`src/thc_pkg.sv`:
```
/*
 Constants, types and helpers shared by the transmit HDLC controller, its checker and its testbench.
 Assumes a 250 MHz system clock and an APB master with 32-bit data.
*/
`default_nettype none
package thc_pkg;
	// Register indices; byte address is four times the index
	localparam logic [9:0] THC_IDX_CTRL1 = 10'h110;
	localparam logic [9:0] THC_IDX_SUPP = 10'h111;
	localparam logic [9:0] THC_IDX_CTRL2 = 10'h113;
	localparam logic [9:0] THC_IDX_FIFO = 10'h115;
	localparam logic [9:0] THC_IDX_AUX = 10'h116;
	localparam logic [9:0] THC_IDX_STAT = 10'h117;
	localparam logic [7:0] THC_CTRL1_RST = 8'h00;
	localparam logic [7:0] THC_SUPP_RST = 8'h00;
	localparam logic [7:0] THC_CTRL2_RST = 8'h00;
	localparam logic [7:0] THC_AUX_RST = 8'h00;
	// Control 1 fields
	localparam int THC_C1_FLAG_COUNT = 7;
	localparam int THC_C1_LOOP = 6;
	localparam int THC_C1_SRST = 5;
	localparam int THC_C1_MAP = 4;
	localparam int THC_C1_FILL = 3;
	localparam int THC_C1_EOM = 2;
	localparam int THC_C1_ZSD = 1;
	localparam int THC_C1_CRCD = 0;
	// Control 2 fields
	localparam int THC_C2_ABORT = 7;
	localparam int THC_C2_BOC = 6;
	localparam int THC_C2_EN = 5;
	localparam int THC_C2_CHAN_MSB = 4;
	// Auxiliary control fields
	localparam int THC_AUX_FDL_EN = 7;
	localparam int THC_AUX_T1 = 6;
	localparam int THC_AUX_CODE_MSB = 5;
	// Line bytes and CRC
	localparam logic [7:0] THC_FLAG = 8'h7e;
	localparam logic [7:0] THC_IDLE = 8'hff;
	localparam logic [7:0] THC_ABORT = 8'hfe;
	localparam logic [15:0] THC_CRC_POLY = 16'h8408;
	localparam logic [15:0] THC_CRC_INIT = 16'hffff;
	localparam logic [2:0] THC_STUFF_RUN = 3'h5;
	// Soft reset duration in cycles, far below the 250 us bound
	localparam logic [3:0] THC_SRST_CYCLES = 4'h8;
	localparam int THC_FIFO_DEPTH = 16;

	typedef enum logic [2:0] {S_FILL, S_FLAG, S_DATA, S_CRC_LO, S_CRC_HI, S_CLOSE, S_ABORT}
		thc_state_t;

	typedef struct packed {
		logic loop;
		logic eom;
		logic [7:0] data;
	} thc_entry_t;

	typedef struct packed {
		logic strobe;
		logic fdl;
		logic [4:0] chan;
		logic [2:0] pos;
	} thc_slot_t;

	function automatic logic [15:0] thc_crc_step(input logic [15:0] crc, input logic b);
		logic fb;
		fb = crc[0] ^ b;
		thc_crc_step = (crc >> 1) ^ (fb ? THC_CRC_POLY : 16'h0000);
	endfunction
endpackage
`default_nettype wire

```
`src/thc_fifo.sv`:
```
/*
 Message FIFO with registered read data and a rewind mark for replaying a message.
 Assumes the reader pops at most once per cycle and never rewinds while flushing.
*/
`timescale 1ns/1ps
`default_nettype none
module thc_fifo #(
	parameter int W = 10,
	parameter int D = 16
) (
	// Clock and reset
	input wire logic clk_i,
	input wire logic resetn_i,
	input wire logic flush_i,
	// Fill side
	input wire logic in_valid_i,
	output logic in_ready_o,
	input wire logic [W-1:0] in_data_i,
	// Drain side
	output logic out_valid_o,
	input wire logic out_ready_i,
	output logic [W-1:0] out_data_o,
	// Replay control
	input wire logic commit_i,
	input wire logic rewind_i,
	output logic rewind_ok_o,
	output logic [$clog2(D):0] level_o
);
	localparam int AW = $clog2(D);
	localparam logic [AW:0] FULL = (AW+1)'(D);
	logic [W-1:0] mem [D];
	logic [AW:0] wr_q, rd_q, mark_q, rd_d;
	logic lost_q, valid_q;
	logic [W-1:0] data_q;
	wire logic push = in_valid_i & in_ready_o;
	wire logic pop = out_ready_i & out_valid_o;
	wire logic [AW:0] span = wr_q - mark_q;

	assign level_o = wr_q - rd_q;
	assign in_ready_o = level_o != FULL;
	assign out_valid_o = valid_q;
	assign out_data_o = data_q;
	assign rewind_ok_o = !lost_q;

	always_comb begin
		rd_d = rd_q;
		if (flush_i) begin
			rd_d = '0;
		end else if (rewind_i) begin
			rd_d = mark_q;
		end else if (pop) begin
			rd_d = rd_q + 1'b1;
		end
	end

	always_ff @(posedge clk_i) begin
		if (push) begin
			mem[wr_q[AW-1:0]] <= in_data_i;
		end
	end

	// Valid compares against the old write pointer so a fresh write is seen a cycle later
	always_ff @(posedge clk_i or negedge resetn_i) begin
		if (!resetn_i) begin
			wr_q <= '0;
			rd_q <= '0;
			mark_q <= '0;
			lost_q <= 1'b0;
			valid_q <= 1'b0;
			data_q <= '0;
		end else begin
			rd_q <= rd_d;
			valid_q <= !flush_i && (rd_d != wr_q);
			data_q <= mem[rd_d[AW-1:0]];
			if (flush_i) begin
				wr_q <= '0;
				mark_q <= '0;
				lost_q <= 1'b0;
			end else begin
				if (push) begin
					wr_q <= wr_q + 1'b1;
				end
				if (commit_i) begin
					mark_q <= rd_d;
					lost_q <= 1'b0;
				end else if (push && span >= FULL) begin
					lost_q <= 1'b1;
				end
			end
		end
	end
endmodule
`default_nettype wire

```
`src/thc_top.sv`:
```
/*
 Transmit HDLC controller: APB registers, message FIFO, framing, stuffing, CRC,
 abort, looping and mapping of the bit stream into channel or FDL/Sa bit slots.
 Assumes the framer presents one slot descriptor per line bit opportunity.
*/
// Decided for this implementation: the APB slave port.
`timescale 1ns/1ps
`default_nettype none
// How it works
// - One or two flags between messages
// - Loop bit makes message repeat
// - Loop cleared: finish message, then flags
// - New message ends loop after flags
// - Two-byte CRC appended unless defeated
// - Soft reset flushes, then abort, fill
// - Soft reset bit clears itself quickly
// - Mapping select picks channel or FDL
// - Fill select chooses 7e or ff
// - End-of-message bit closes after byte
// - Zero after five ones unless defeated
// - Suppress bits exclude channel bit positions
// - Abort edge flushes, sends fe once
// - T1 only: send six-bit code
// - Controller runs only when enabled
// - Channel select applies at soft reset
module thc_top
	import thc_pkg::*;
(
	// Clock and reset
	input wire logic sys_clk_i,
	input wire logic resetn_i,
	// APB slave
	input wire logic psel_i,
	input wire logic penable_i,
	input wire logic pwrite_i,
	input wire logic [11:0] paddr_i,
	input wire logic [31:0] pwdata_i,
	output logic [31:0] prdata_o,
	output logic pready_o,
	output logic pslverr_o,
	// Framer slot descriptor
	input wire thc_slot_t slot_i,
	// Line bit out
	output logic tx_bit_o,
	output logic tx_take_o
);
	logic [7:0] ctrl1_q, ctrl1_d, supp_q, ctrl2_q, aux_q;
	logic [4:0] chan_q;
	logic [3:0] srst_cnt_q;
	logic abort_prev_q;
	logic pready_q, pslverr_q;
	logic [31:0] prdata_q;
	logic [7:0] rd_mux;
	logic mapped, is_fifo;
	thc_state_t st_q, nst;
	logic [7:0] sh_q, nbyte;
	logic [2:0] bitcnt_q, ones_q;
	logic [15:0] crc_q;
	logic [7:0] crc_hi_q;
	logic cur_eom_q, cur_loop_q, neom, nloop;
	logic pop, commit, rewind;
	logic tx_bit_q, tx_take_q;
	logic [3:0] boc_cnt_q;
	logic f_in_ready, f_out_valid, f_rewind_ok;
	logic [4:0] f_level;
	thc_entry_t head;

	// Register bus decode
	wire logic [9:0] idx = paddr_i[11:2];
	wire logic access = psel_i & penable_i;
	wire logic done = access & pready_q;
	wire logic wr_go = done & pwrite_i & mapped;
	wire logic push = wr_go & is_fifo;
	wire logic wr_c1 = wr_go & (idx == THC_IDX_CTRL1);
	wire logic wr_supp = wr_go & (idx == THC_IDX_SUPP);
	wire logic wr_c2 = wr_go & (idx == THC_IDX_CTRL2);
	wire logic wr_aux = wr_go & (idx == THC_IDX_AUX);
	wire thc_entry_t push_entry = '{loop: ctrl1_q[THC_C1_LOOP], eom: ctrl1_q[THC_C1_EOM],
		data: pwdata_i[7:0]};
	wire logic [7:0] status = {st_q, f_level};

	always_comb begin
		rd_mux = 8'h00;
		mapped = 1'b1;
		is_fifo = 1'b0;
		if (idx == THC_IDX_CTRL1) begin
			rd_mux = ctrl1_q;
		end else if (idx == THC_IDX_SUPP) begin
			rd_mux = supp_q;
		end else if (idx == THC_IDX_CTRL2) begin
			rd_mux = ctrl2_q;
		end else if (idx == THC_IDX_FIFO) begin
			is_fifo = 1'b1;
		end else if (idx == THC_IDX_AUX) begin
			rd_mux = aux_q;
		end else if (idx == THC_IDX_STAT) begin
			rd_mux = status;
		end else begin
			mapped = 1'b0;
		end
	end

	// FIFO writes wait while the FIFO is full
	always_ff @(posedge sys_clk_i or negedge resetn_i) begin
		if (!resetn_i) begin
			pready_q <= 1'b0;
			pslverr_q <= 1'b0;
			prdata_q <= 32'h0000_0000;
		end else begin
			pready_q <= access & !pready_q & (!(is_fifo & pwrite_i) | f_in_ready);
			if (access & !pready_q) begin
				prdata_q <= {24'h00_0000, rd_mux};
				pslverr_q <= !mapped;
			end
		end
	end

	// Soft reset and abort events
	wire logic srst_start = wr_c1 & pwdata_i[THC_C1_SRST];
	wire logic srst_busy = srst_cnt_q != 4'h0;
	wire logic abort_rise = ctrl2_q[THC_C2_ABORT] & !abort_prev_q;
	wire logic flush = srst_start | abort_rise;

	always_comb begin
		ctrl1_d = ctrl1_q;
		if (push) begin
			ctrl1_d[THC_C1_EOM] = 1'b0;
		end
		if (srst_cnt_q == 4'h1) begin
			ctrl1_d[THC_C1_SRST] = 1'b0;
		end
		if (wr_c1) begin
			ctrl1_d = pwdata_i[7:0];
		end
	end

	always_ff @(posedge sys_clk_i or negedge resetn_i) begin
		if (!resetn_i) begin
			ctrl1_q <= THC_CTRL1_RST;
			supp_q <= THC_SUPP_RST;
			ctrl2_q <= THC_CTRL2_RST;
			aux_q <= THC_AUX_RST;
			chan_q <= 5'h00;
			srst_cnt_q <= 4'h0;
			abort_prev_q <= 1'b0;
		end else begin
			ctrl1_q <= ctrl1_d;
			abort_prev_q <= ctrl2_q[THC_C2_ABORT];
			if (wr_supp) begin
				supp_q <= pwdata_i[7:0];
			end
			if (wr_c2) begin
				ctrl2_q <= pwdata_i[7:0];
			end
			if (wr_aux) begin
				aux_q <= pwdata_i[7:0];
			end
			if (srst_start) begin
				chan_q <= ctrl2_q[THC_C2_CHAN_MSB:0];
			end
			if (srst_start) begin
				srst_cnt_q <= THC_SRST_CYCLES;
			end else if (srst_busy) begin
				srst_cnt_q <= srst_cnt_q - 4'h1;
			end
		end
	end

	// Slot mapping
	wire logic enabled = ctrl2_q[THC_C2_EN];
	wire logic t1_mode = aux_q[THC_AUX_T1];
	wire logic boc_take = slot_i.strobe & enabled & t1_mode & ctrl2_q[THC_C2_BOC] & slot_i.fdl;
	wire logic chan_hit = !ctrl1_q[THC_C1_MAP] & (slot_i.chan == chan_q) & !supp_q[slot_i.pos];
	wire logic fdl_hit = ctrl1_q[THC_C1_MAP] & aux_q[THC_AUX_FDL_EN] & slot_i.fdl;
	wire logic take = slot_i.strobe & enabled & !srst_busy & !boc_take & (chan_hit | fdl_hit);

	wire logic [15:0] boc_word = {8'hff, 1'b0, aux_q[THC_AUX_CODE_MSB:0], 1'b0};

	// Serializer
	wire logic stuffable = (st_q == S_DATA) | (st_q == S_CRC_LO) | (st_q == S_CRC_HI);
	wire logic stuff_now = ones_q == THC_STUFF_RUN;
	wire logic bit_out = stuff_now ? 1'b0 : sh_q[0];
	wire logic step = take & !stuff_now & (bitcnt_q == 3'h7);
	wire logic [15:0] crc_next = thc_crc_step(crc_q, sh_q[0]);
	wire logic [7:0] fill_byte = ctrl1_q[THC_C1_FILL] ? THC_IDLE : THC_FLAG;
	wire logic close_go = step & (nst == S_CLOSE) & (st_q != S_CLOSE);
	wire logic looping = cur_loop_q & ctrl1_q[THC_C1_LOOP] & !f_out_valid & f_rewind_ok;

	// Byte sequencer, evaluated at each byte boundary
	always_comb begin
		nst = st_q;
		nbyte = fill_byte;
		pop = 1'b0;
		neom = cur_eom_q;
		nloop = cur_loop_q;
		case (st_q)
			S_FILL, S_ABORT: begin
				if (f_out_valid) begin
					nst = S_FLAG;
					nbyte = THC_FLAG;
				end else begin
					nst = S_FILL;
				end
			end
			S_FLAG: begin
				if (f_out_valid) begin
					nst = S_DATA;
					nbyte = head.data;
					pop = 1'b1;
					neom = head.eom;
					nloop = head.loop;
				end else begin
					nst = S_FILL;
				end
			end
			S_DATA: begin
				if (cur_eom_q) begin
					if (ctrl1_q[THC_C1_CRCD]) begin
						nst = S_CLOSE;
						nbyte = THC_FLAG;
					end else begin
						nst = S_CRC_LO;
						nbyte = ~crc_next[7:0];
					end
				end else if (f_out_valid) begin
					nbyte = head.data;
					pop = 1'b1;
					neom = head.eom;
					nloop = head.loop;
				end else begin
					nst = S_ABORT;
					nbyte = THC_ABORT;
				end
			end
			S_CRC_LO: begin
				nst = S_CRC_HI;
				nbyte = crc_hi_q;
			end
			S_CRC_HI: begin
				nst = S_CLOSE;
				nbyte = THC_FLAG;
			end
			S_CLOSE: begin
				if (f_out_valid & ctrl1_q[THC_C1_FLAG_COUNT]) begin
					nst = S_FLAG;
					nbyte = THC_FLAG;
				end else if (f_out_valid) begin
					nst = S_DATA;
					nbyte = head.data;
					pop = 1'b1;
					neom = head.eom;
					nloop = head.loop;
				end else begin
					nst = S_FILL;
				end
			end
			default: begin
				nst = S_FILL;
			end
		endcase
	end

	assign rewind = close_go & looping;
	assign commit = (close_go & !looping) | (step & (nst == S_ABORT) & (st_q == S_DATA));

	always_ff @(posedge sys_clk_i or negedge resetn_i) begin
		if (!resetn_i) begin
			st_q <= S_FILL;
			sh_q <= THC_FLAG;
			bitcnt_q <= 3'h0;
			ones_q <= 3'h0;
			crc_q <= THC_CRC_INIT;
			crc_hi_q <= 8'h00;
			cur_eom_q <= 1'b0;
			cur_loop_q <= 1'b0;
		end else if (flush) begin
			st_q <= S_ABORT;
			sh_q <= THC_ABORT;
			bitcnt_q <= 3'h0;
			ones_q <= 3'h0;
			crc_q <= THC_CRC_INIT;
			cur_eom_q <= 1'b0;
			cur_loop_q <= 1'b0;
		end else if (take) begin
			if (stuff_now) begin
				ones_q <= 3'h0;
			end else begin
				ones_q <= (stuffable & sh_q[0] & !ctrl1_q[THC_C1_ZSD]) ? ones_q + 3'h1 : 3'h0;
				if (st_q == S_DATA) begin
					crc_q <= crc_next;
				end else begin
					crc_q <= THC_CRC_INIT;
				end
				if (bitcnt_q == 3'h7) begin
					st_q <= nst;
					sh_q <= nbyte;
					bitcnt_q <= 3'h0;
					cur_eom_q <= neom;
					cur_loop_q <= nloop;
					if (st_q == S_DATA) begin
						crc_hi_q <= ~crc_next[15:8];
					end
				end else begin
					sh_q <= {1'b0, sh_q[7:1]};
					bitcnt_q <= bitcnt_q + 3'h1;
				end
			end
		end
	end

	// Line outputs and code pattern
	always_ff @(posedge sys_clk_i or negedge resetn_i) begin
		if (!resetn_i) begin
			tx_bit_q <= 1'b1;
			tx_take_q <= 1'b0;
			boc_cnt_q <= 4'h0;
		end else begin
			tx_take_q <= take | boc_take;
			if (boc_take) begin
				tx_bit_q <= boc_word[boc_cnt_q];
				boc_cnt_q <= boc_cnt_q + 4'h1;
			end else if (take) begin
				tx_bit_q <= bit_out;
			end
		end
	end

	thc_entry_t f_out_data_w;
	assign head = f_out_data_w;

	thc_fifo #(
		.W($bits(thc_entry_t)),
		.D(THC_FIFO_DEPTH)
	) u_fifo (
		.clk_i(sys_clk_i),
		.resetn_i(resetn_i),
		.flush_i(flush),
		.in_valid_i(push),
		.in_ready_o(f_in_ready),
		.in_data_i(push_entry),
		.out_valid_o(f_out_valid),
		.out_ready_i(step & pop),
		.out_data_o(f_out_data_w),
		.commit_i(commit),
		.rewind_i(rewind),
		.rewind_ok_o(f_rewind_ok),
		.level_o(f_level)
	);

	assign prdata_o = prdata_q;
	assign pready_o = pready_q;
	assign pslverr_o = pslverr_q;
	assign tx_bit_o = tx_bit_q;
	assign tx_take_o = tx_take_q;
endmodule
`default_nettype wire

```
`config.mk`:
```
export PLATFORM = sky130hd
export DESIGN_NAME = thc_top
export DESIGN_NICKNAME = d
export VERILOG_FILES = /design/src/thc_pkg.sv /design/src/thc_fifo.sv /design/src/thc_top.sv
export SDC_FILE = /design/constraint.sdc
export NUM_CORES = 1
export LEC_CHECK = 0
export BUFFER_PORTS_ARGS = -buffer_cell sky130_fd_sc_hd__buf_4
export CAP_MARGIN = 15
export CORE_MARGIN = 10
export CORE_UTILIZATION = 30
export CTS_BUF_LIST = sky130_fd_sc_hd__clkbuf_4 sky130_fd_sc_hd__clkbuf_8
export DETAILED_ROUTE_END_ITERATION = 10
export PLACE_DENSITY_LB_ADDON = 0.25
export SLEW_MARGIN = 10
export SYNTH_ARGS = -nofsm -noshare
export SYNTH_HDL_FRONTEND = slang
export SYNTH_SLANG_ARGS = --single-unit
```
`constraint.sdc`:
```
create_clock -name sys_clk_i -period 10.65 [get_ports sys_clk_i]
set_clock_uncertainty 0.15 [all_clocks]
set_input_delay 2.13 -clock sys_clk_i [delete_from_list [all_inputs] [get_ports sys_clk_i]]
set_output_delay 2.13 -clock sys_clk_i [all_outputs]
set_load 0.01 [all_outputs]
```
Word level (Yosys, flattened, before mapping) --
Memory sizes are Yosys's and may differ from the RTL's. A register that Yosys moved wholly into a read port is not among the register bits. Cells that the tools add are included.
Word-level totals: bits in writable memories 160, flip-flop bits (word level) 118, memory bits (read-only) 0, output and inout bits 36, memories 1, bits in latches 0
Operators by class: reductions and logical operators 35, order comparisons 3, mux-type cells 97, add/subtract/negate cells 8, bitwise gates (word level) 55, eq/ne operators 24, divide/modulo/power cells 0, shifts and indexed selects 0, $mul 0
Memory list:
- u_fifo.mem | words 16, bits a word 10, rd ports 1, clocked after memory_dff 1, write ports 1, RTL line thc_fifo.sv:31 | logic [W-1:0] mem [D];
Operators with widths (count):
- 2-to-1 mux 8 bit | 17
- 2-to-1 mux 16 bit | 5
- == test 10 x 9 -> 1 bit (second input constant) | 6
- one-hot mux 8 bit (6 select lines) | 1
- 2-to-1 mux 3 bit | 15
- bitwise AND 1 bit | 42
- 2-to-1 mux 1 bit | 41
- 2-to-1 mux 5 bit | 7
- == test 3 bit (second input constant) | 7
- one-hot mux 3 bit (6 select lines) | 1
- NOT 8 bit | 2
- nonzero test 2 bit | 8
- XOR 15 x 16 -> 16 bit | 1
- zero test 1 bit | 15
- adder 5 x 1 -> 5 bit (second input constant) | 2
- AND reduction 5 bit | 2
- subtractor 5 bit | 2
- one-hot mux 1 bit (3 select lines) | 3
- 2-to-1 mux 4 bit | 2
- nonzero test 4 bit | 2
- OR 1 bit | 7
- adder 3 x 1 -> 3 bit (second input constant) | 2
- == test 3 x 2 -> 1 bit (second input constant) | 2
- 2-to-1 mux 6 bit | 1
- 25 further kinds | 29

Longest topological paths before layout --
depth in word-level cells 16, mapped depth 15, mapped depth without buffers 13

Cells and area by module --
From an unflattened synthesis, not the netlist that was laid out.
Unflattened totals: cell total of the unflattened synthesis 1123, area total of the unflattened synthesis 13852.0 µm²
By module, submodules not included:
- thc_fifo | times used 1, area each 8059.0 µm², cells an instance 535
- thc_top | times used 1, area each 5793.1 µm², cells an instance 588

Worst setup path before layout --
OpenSTA, ideal clock, no wires.
path kind input-to-reg, from in paddr_i[9], to mem u_fifo.mem[3][0], enable pin, setup slack 5.200 ns, arrival 4.957 ns, stages on the path 7, path buffers 1, library setup time 0.343 ns, data required time 10.157 ns, cells stage by stage or4b_2 > or2_2 > clkbuf_1 > or3_1 > nor3_1 > nor3b_1 > and2_1
On the way: cells in the longest elaborated chain, start to end 12, elaborated cells on any way between the ends 21, those cells by class eq/ne (6); mux (12); bitwise (3)
RTL lines:
- start, declared | RTL line thc_top.sv:36 | input wire logic [11:0] paddr_i,
- == test 10 x 9 -> 1 bit | RTL line thc_top.sv:96 | end else if (idx == THC_IDX_STAT) begin
- 2-to-1 mux 1 bit | RTL line thc_top.sv:96
- 2-to-1 mux 1 bit | RTL line thc_top.sv:94 | end else if (idx == THC_IDX_AUX) begin
- 2-to-1 mux 1 bit | RTL line thc_top.sv:92 | end else if (idx == THC_IDX_FIFO) begin
- 2-to-1 mux 1 bit | RTL line thc_top.sv:90 | end else if (idx == THC_IDX_CTRL2) begin
- 2-to-1 mux 1 bit | RTL line thc_top.sv:88 | end else if (idx == THC_IDX_SUPP) begin
- 2-to-1 mux 1 bit | RTL line thc_top.sv:86 | if (idx == THC_IDX_CTRL1) begin
- bitwise AND 1 bit | RTL line thc_top.sv:72 | wire logic wr_go = done & pwrite_i & mapped;
- bitwise AND 1 bit * | RTL line thc_top.sv:73 | wire logic push = wr_go & is_fifo;
- bitwise AND 1 bit * | RTL line thc_fifo.sv:35 | wire logic push = in_valid_i & in_ready_o;
- 2-to-1 mux 1 bit * | RTL line thc_fifo.sv:57 | if (push) begin
- 2-to-1 mux 1 bit (not written as such) * | RTL line thc_fifo.sv:58 | mem[wr_q[AW-1:0]] <= in_data_i;
- end, declared | RTL line thc_fifo.sv:31
Every way passes the cells marked *; elsewhere a longest branch is shown, timed or not.

Worst setup path after layout --
from in paddr_i[9], to reg u_fifo.data_q[7], in the netlist u_fifo.out_data_o[7], read port of u_fifo.mem
On the way: cells in the longest elaborated chain, start to end 12, elaborated cells on any way between the ends 17, those cells by class eq/ne (6); mux (7); bitwise (4)
RTL lines:
- == test 10 x 9 -> 1 bit | RTL line thc_top.sv:96
- 2-to-1 mux 1 bit | RTL line thc_top.sv:96
- 2-to-1 mux 1 bit | RTL line thc_top.sv:94
- 2-to-1 mux 1 bit | RTL line thc_top.sv:92
- 2-to-1 mux 1 bit | RTL line thc_top.sv:90
- 2-to-1 mux 1 bit | RTL line thc_top.sv:88
- 2-to-1 mux 1 bit | RTL line thc_top.sv:86
- bitwise AND 1 bit | RTL line thc_top.sv:72
- bitwise AND 1 bit * | RTL line thc_top.sv:74 | wire logic wr_c1 = wr_go & (idx == THC_IDX_CTRL1);
- bitwise AND 1 bit * | RTL line thc_top.sv:119 | wire logic srst_start = wr_c1 & pwdata_i[THC_C1_SRST];
- OR 1 bit * | RTL line thc_top.sv:122 | wire logic flush = srst_start | abort_rise;
- 2-to-1 mux 5 bit * | RTL line thc_fifo.sv:47 | if (flush_i) begin
- end, declared | RTL line thc_fifo.sv:34 | logic [W-1:0] data_q;
Marked as above. A chain may end at the register's enable or synchronous reset.

==> out/metrics.cfg <==
[outcome]
outcome=completed

[timing]
rsz0062_at_grt=no
slew_headroom_pct=29.74
fmax_mhz=153.1
slew_violations=0
tightest_slew_ns=1.054
finalSetupTns_ns=0
setup_viol=0
finalHoldViolations=0
period_share_pct=61.35
setup_ws_ns=4.116
fin_crit_ns=6.534
holdWs_ns=0.3123

[clock_network]
clkTransAtPathRegs_ns=0.06
cts_buffers=52
postCtsHoldBufs=0
clkLatencyLatePin_ns=0.65
post_cts_buffers=0
cts_tree=built
ctsResizeCount=0
max-clock-path-buffers=3
numClockSinks=288
htreeDepth=2
cts-root-buf=clkbuf_8

[placed_design]
place_worst_setup_slack_ns=3.425
place_hpwl_mm=26.48
gp_congestion=0.8270
dpl.cell_count=1839
port_buffers=44

[run]
drv_cap=0

[setup_path]
timing.rr.start=bitcnt_q[0]
worstRegToRegCells=12
critPathArrivalTime_ns=6.82
cp_cell_sequence=buf_4 -> or4b_2 -> nor4_1 -> and2_1 -> or2_2 -> a21oi_2 -> buf_4 -> nand2_1 -> inv_1 -> a21oi_1 -> a21boi_0 -> o311ai_1
end_kind=register
crit_slowest_cell=or4b_2
cp_num_buf_inv=3
r2r-end=u_fifo.out_data_o[8]
worst-setup-path-type=in2reg
slowest_delay_ns=0.67
critPathLaunchType=primary input
cp_max_fo=30
crit_end=u_fifo.out_data_o[7]
crit_start=paddr_i[9]
path_depth=12
critPathRequiredTime_ns=10.94
path_delay_family=simple AND/OR/NAND/NOR gates
r2r_slack_ns=5.28
crit_path_frequent_cell=buf_4

[detailed_routing]
firstDrtPassIters=5
ant_nets=0
avgRoutedWirePerCell_um=21.82
drc=0
finalWirelength_mm=42.26
num_vias=10420
dr.first_iter.drc_count=802
vias_per_cell=5.379

[final_layout]
areaGrowthSynthToFinish_pct=13.28
drive_gt1_share_pct=17.98
final_cells=1937
mostFrequentLayoutCell=edfxtp_1
fill_cells=4672
final_cell_mix=160 x edfxtp_1, 111 x nand2_1, 105 x dfrtp_1
nets=1365

[floorplanning]
num_rows=79
die_h_um=237.3
initial_utilization_pct=30.37
coreArea_um2=46650
die_area_um2=56330
num_io_pins=95
die_x_um=237.3

[global_routing]
grt_pass1_wl_mm=63.68
grt_overflow_total=0
grt_antenna_before_repair=0
grt_start_max_net_pins=84
grt_pass1_vias=10200
grt_usage_pct=14.60

[yosys]
seq_area_frac_synth_pct=56.72
syn_avg_cell_area_um2=11.17
yosys_warnings=0
yosys_most_used_dff=edfxtp_1
synth_area_um2=14170
syn_inst=1268
yosysUniqueCellTypes=73
async_reset_ff_share_pct=44.44
ys_ff_latch=288
synth-edff-count=160

[power]
power_uw=2457
cellPowerDensity_nw_per_um2=153.1
vdd_drop_max_v=0.00009362
p_leak_uw=0.006116

[min_path]
hp-class=reg2reg

-- registers in the layout (all words and copies together) (netlist names), 3 cells and up --
| register | cells |
|---|---|
| aux_q | 8 |
| bitcnt_q | 3 |
| boc_cnt_q | 4 |
| chan_q | 5 |
| crc_hi_q | 8 |
| crc_q | 16 |
| ctrl1_q | 8 |
| ctrl2_q | 8 |
| ones_q | 3 |
| prdata_o | 8 |
| sh_q | 8 |
| srst_cnt_q | 4 |
| st_q | 3 |
| supp_q | 8 |
| u_fifo.mark_q | 5 |
| u_fifo.mem | 160 |
| u_fifo.out_data_o | 10 |
| u_fifo.rd_q | 5 |
| u_fifo.wr_q | 5 |
-- worst min path at each step --
| stage | start | endpoint | slack (ns) | cells after the start |
|---|---|---|---|---|
| 2_1_floorplan | ctrl2_q[7] | abort_prev_q | 0.23 | 0 |
| 3_3_place_gp | ctrl2_q[7] | abort_prev_q | 0.30 | 0 |
| 3_5_place_dp | ctrl2_q[7] | abort_prev_q | 0.31 | 0 |
| 4_1_cts | ctrl2_q[7] | abort_prev_q | 0.32 | 0 |
| 5_1_grt | ctrl2_q[7] | abort_prev_q | 0.34 | 0 |
| 6_report | ctrl2_q[7] | abort_prev_q | 0.31 | 0 |
-- layer usage --
metal | global-route usage, % | up-vias | share of wire, %
li1 | - | 4787 | -
met1 | 19.22 | 5252 | 44
met2 | 23.23 | 308 | 47
met3 | 2.592 | 72 | 5.7
met4 | 6.234 | 0 | 3.3
met5 | 0 | - | 0
-- cells in the mapped netlist (5+ instances only) --
cell type  number  share of area [%]
nor2_1         70                1.9
nor2b_1        13               0.57
buf_2          13               0.46
a22o_1          5               0.31
nand3_1        79                2.8
a22oi_1        36                1.9
xor2_1          5               0.31
nor3_1          7               0.25
clkbuf_1       65                1.7
nor3b_1         6               0.32
nand4_1        10               0.44
o221ai_1        6               0.37
ha_1           19                1.7
a21oi_1        71                2.5
dfstp_2        23                4.3
mux2_2         48                3.8
mux2i_1         7               0.49
nand2_1       111                2.9
and2_1         20               0.88
buf_1           9               0.24
a211oi_1       22                1.2
buf_4          27                1.4
a311oi_1       18                1.1
o22ai_1         5               0.22
nand2b_1       10               0.44
a31oi_1        25                1.1
dfrtp_1       105                 19
nand3b_1        5               0.26
and3_1         11               0.49
inv_1          22               0.58
o22a_1         15               0.93
xnor2_1        26                1.6
a221o_1        19                1.3
edfxtp_1      160                 34
o21ai_0        68                2.4
o311ai_1        9               0.56
a21boi_0       14               0.74
or3_1           5               0.22
o211ai_1       18               0.95
a221oi_1        8               0.49
-- worst reg2reg max path, delay by kind of cell (launching register included) --
kind,cells,cell delay (ns)
fa+ha+maj,2,0.63
flops,1,0.36
compound gates,5,1.51
simple gates,3,1.80
buf+inv,2,0.76
-- stage by stage --
stage                     util (%)  instance area, µm²
after floorplan                  -               14260
after global placement       31.97               14920
after detailed placement     31.97               14920
after CTS                    34.40               16050
after global routing         34.40               16050
final                        34.41               16050
-- kinds of logic (layout without fill, tap and decap cells) --
kind of cell	count (synthesis)	in the layout	synth area share (%)
other cells	1	25	0.02646
xor+xnor	31	31	1.916
mux	57	57	4.627
fa+ha+maj	20	20	1.819
simple gates	368	368	12.67
buf+inv	139	177	4.618
flops	288	288	56.72
compound gates	364	364	17.61
-- power breakdown --
group / total (µW) / switching (µW) / leakage [µW] / internal, µW
registers: 1220 / 20.2 / 0.00311 / 1200
clock network: 1130 / 481 / 0.000608 / 647
logic: 107 / 67.4 / 0.00240 / 40.1
total: 2460 / 569 / 0.00612 / 1890
-- final cells by class --
cell class / count / area [µm²] / area share, %
Inverter: 23 / 86.33 / 0.5378
Tap cell: 607 / 759.5 / 4.731
Clock inverter: 8 / 76.32 / 0.4755
Multi-Input combinational cell: 864 / 5603 / 34.91
Timing Repair Buffer: 57 / 431.7 / 2.689
Antenna cell: 1 / 2.502 / 0.01559
Sequential cell: 288 / 8036 / 50.07
Clock buffer: 89 / 1056 / 6.579
No activity file was read; power rests on OpenSTA's default activity.
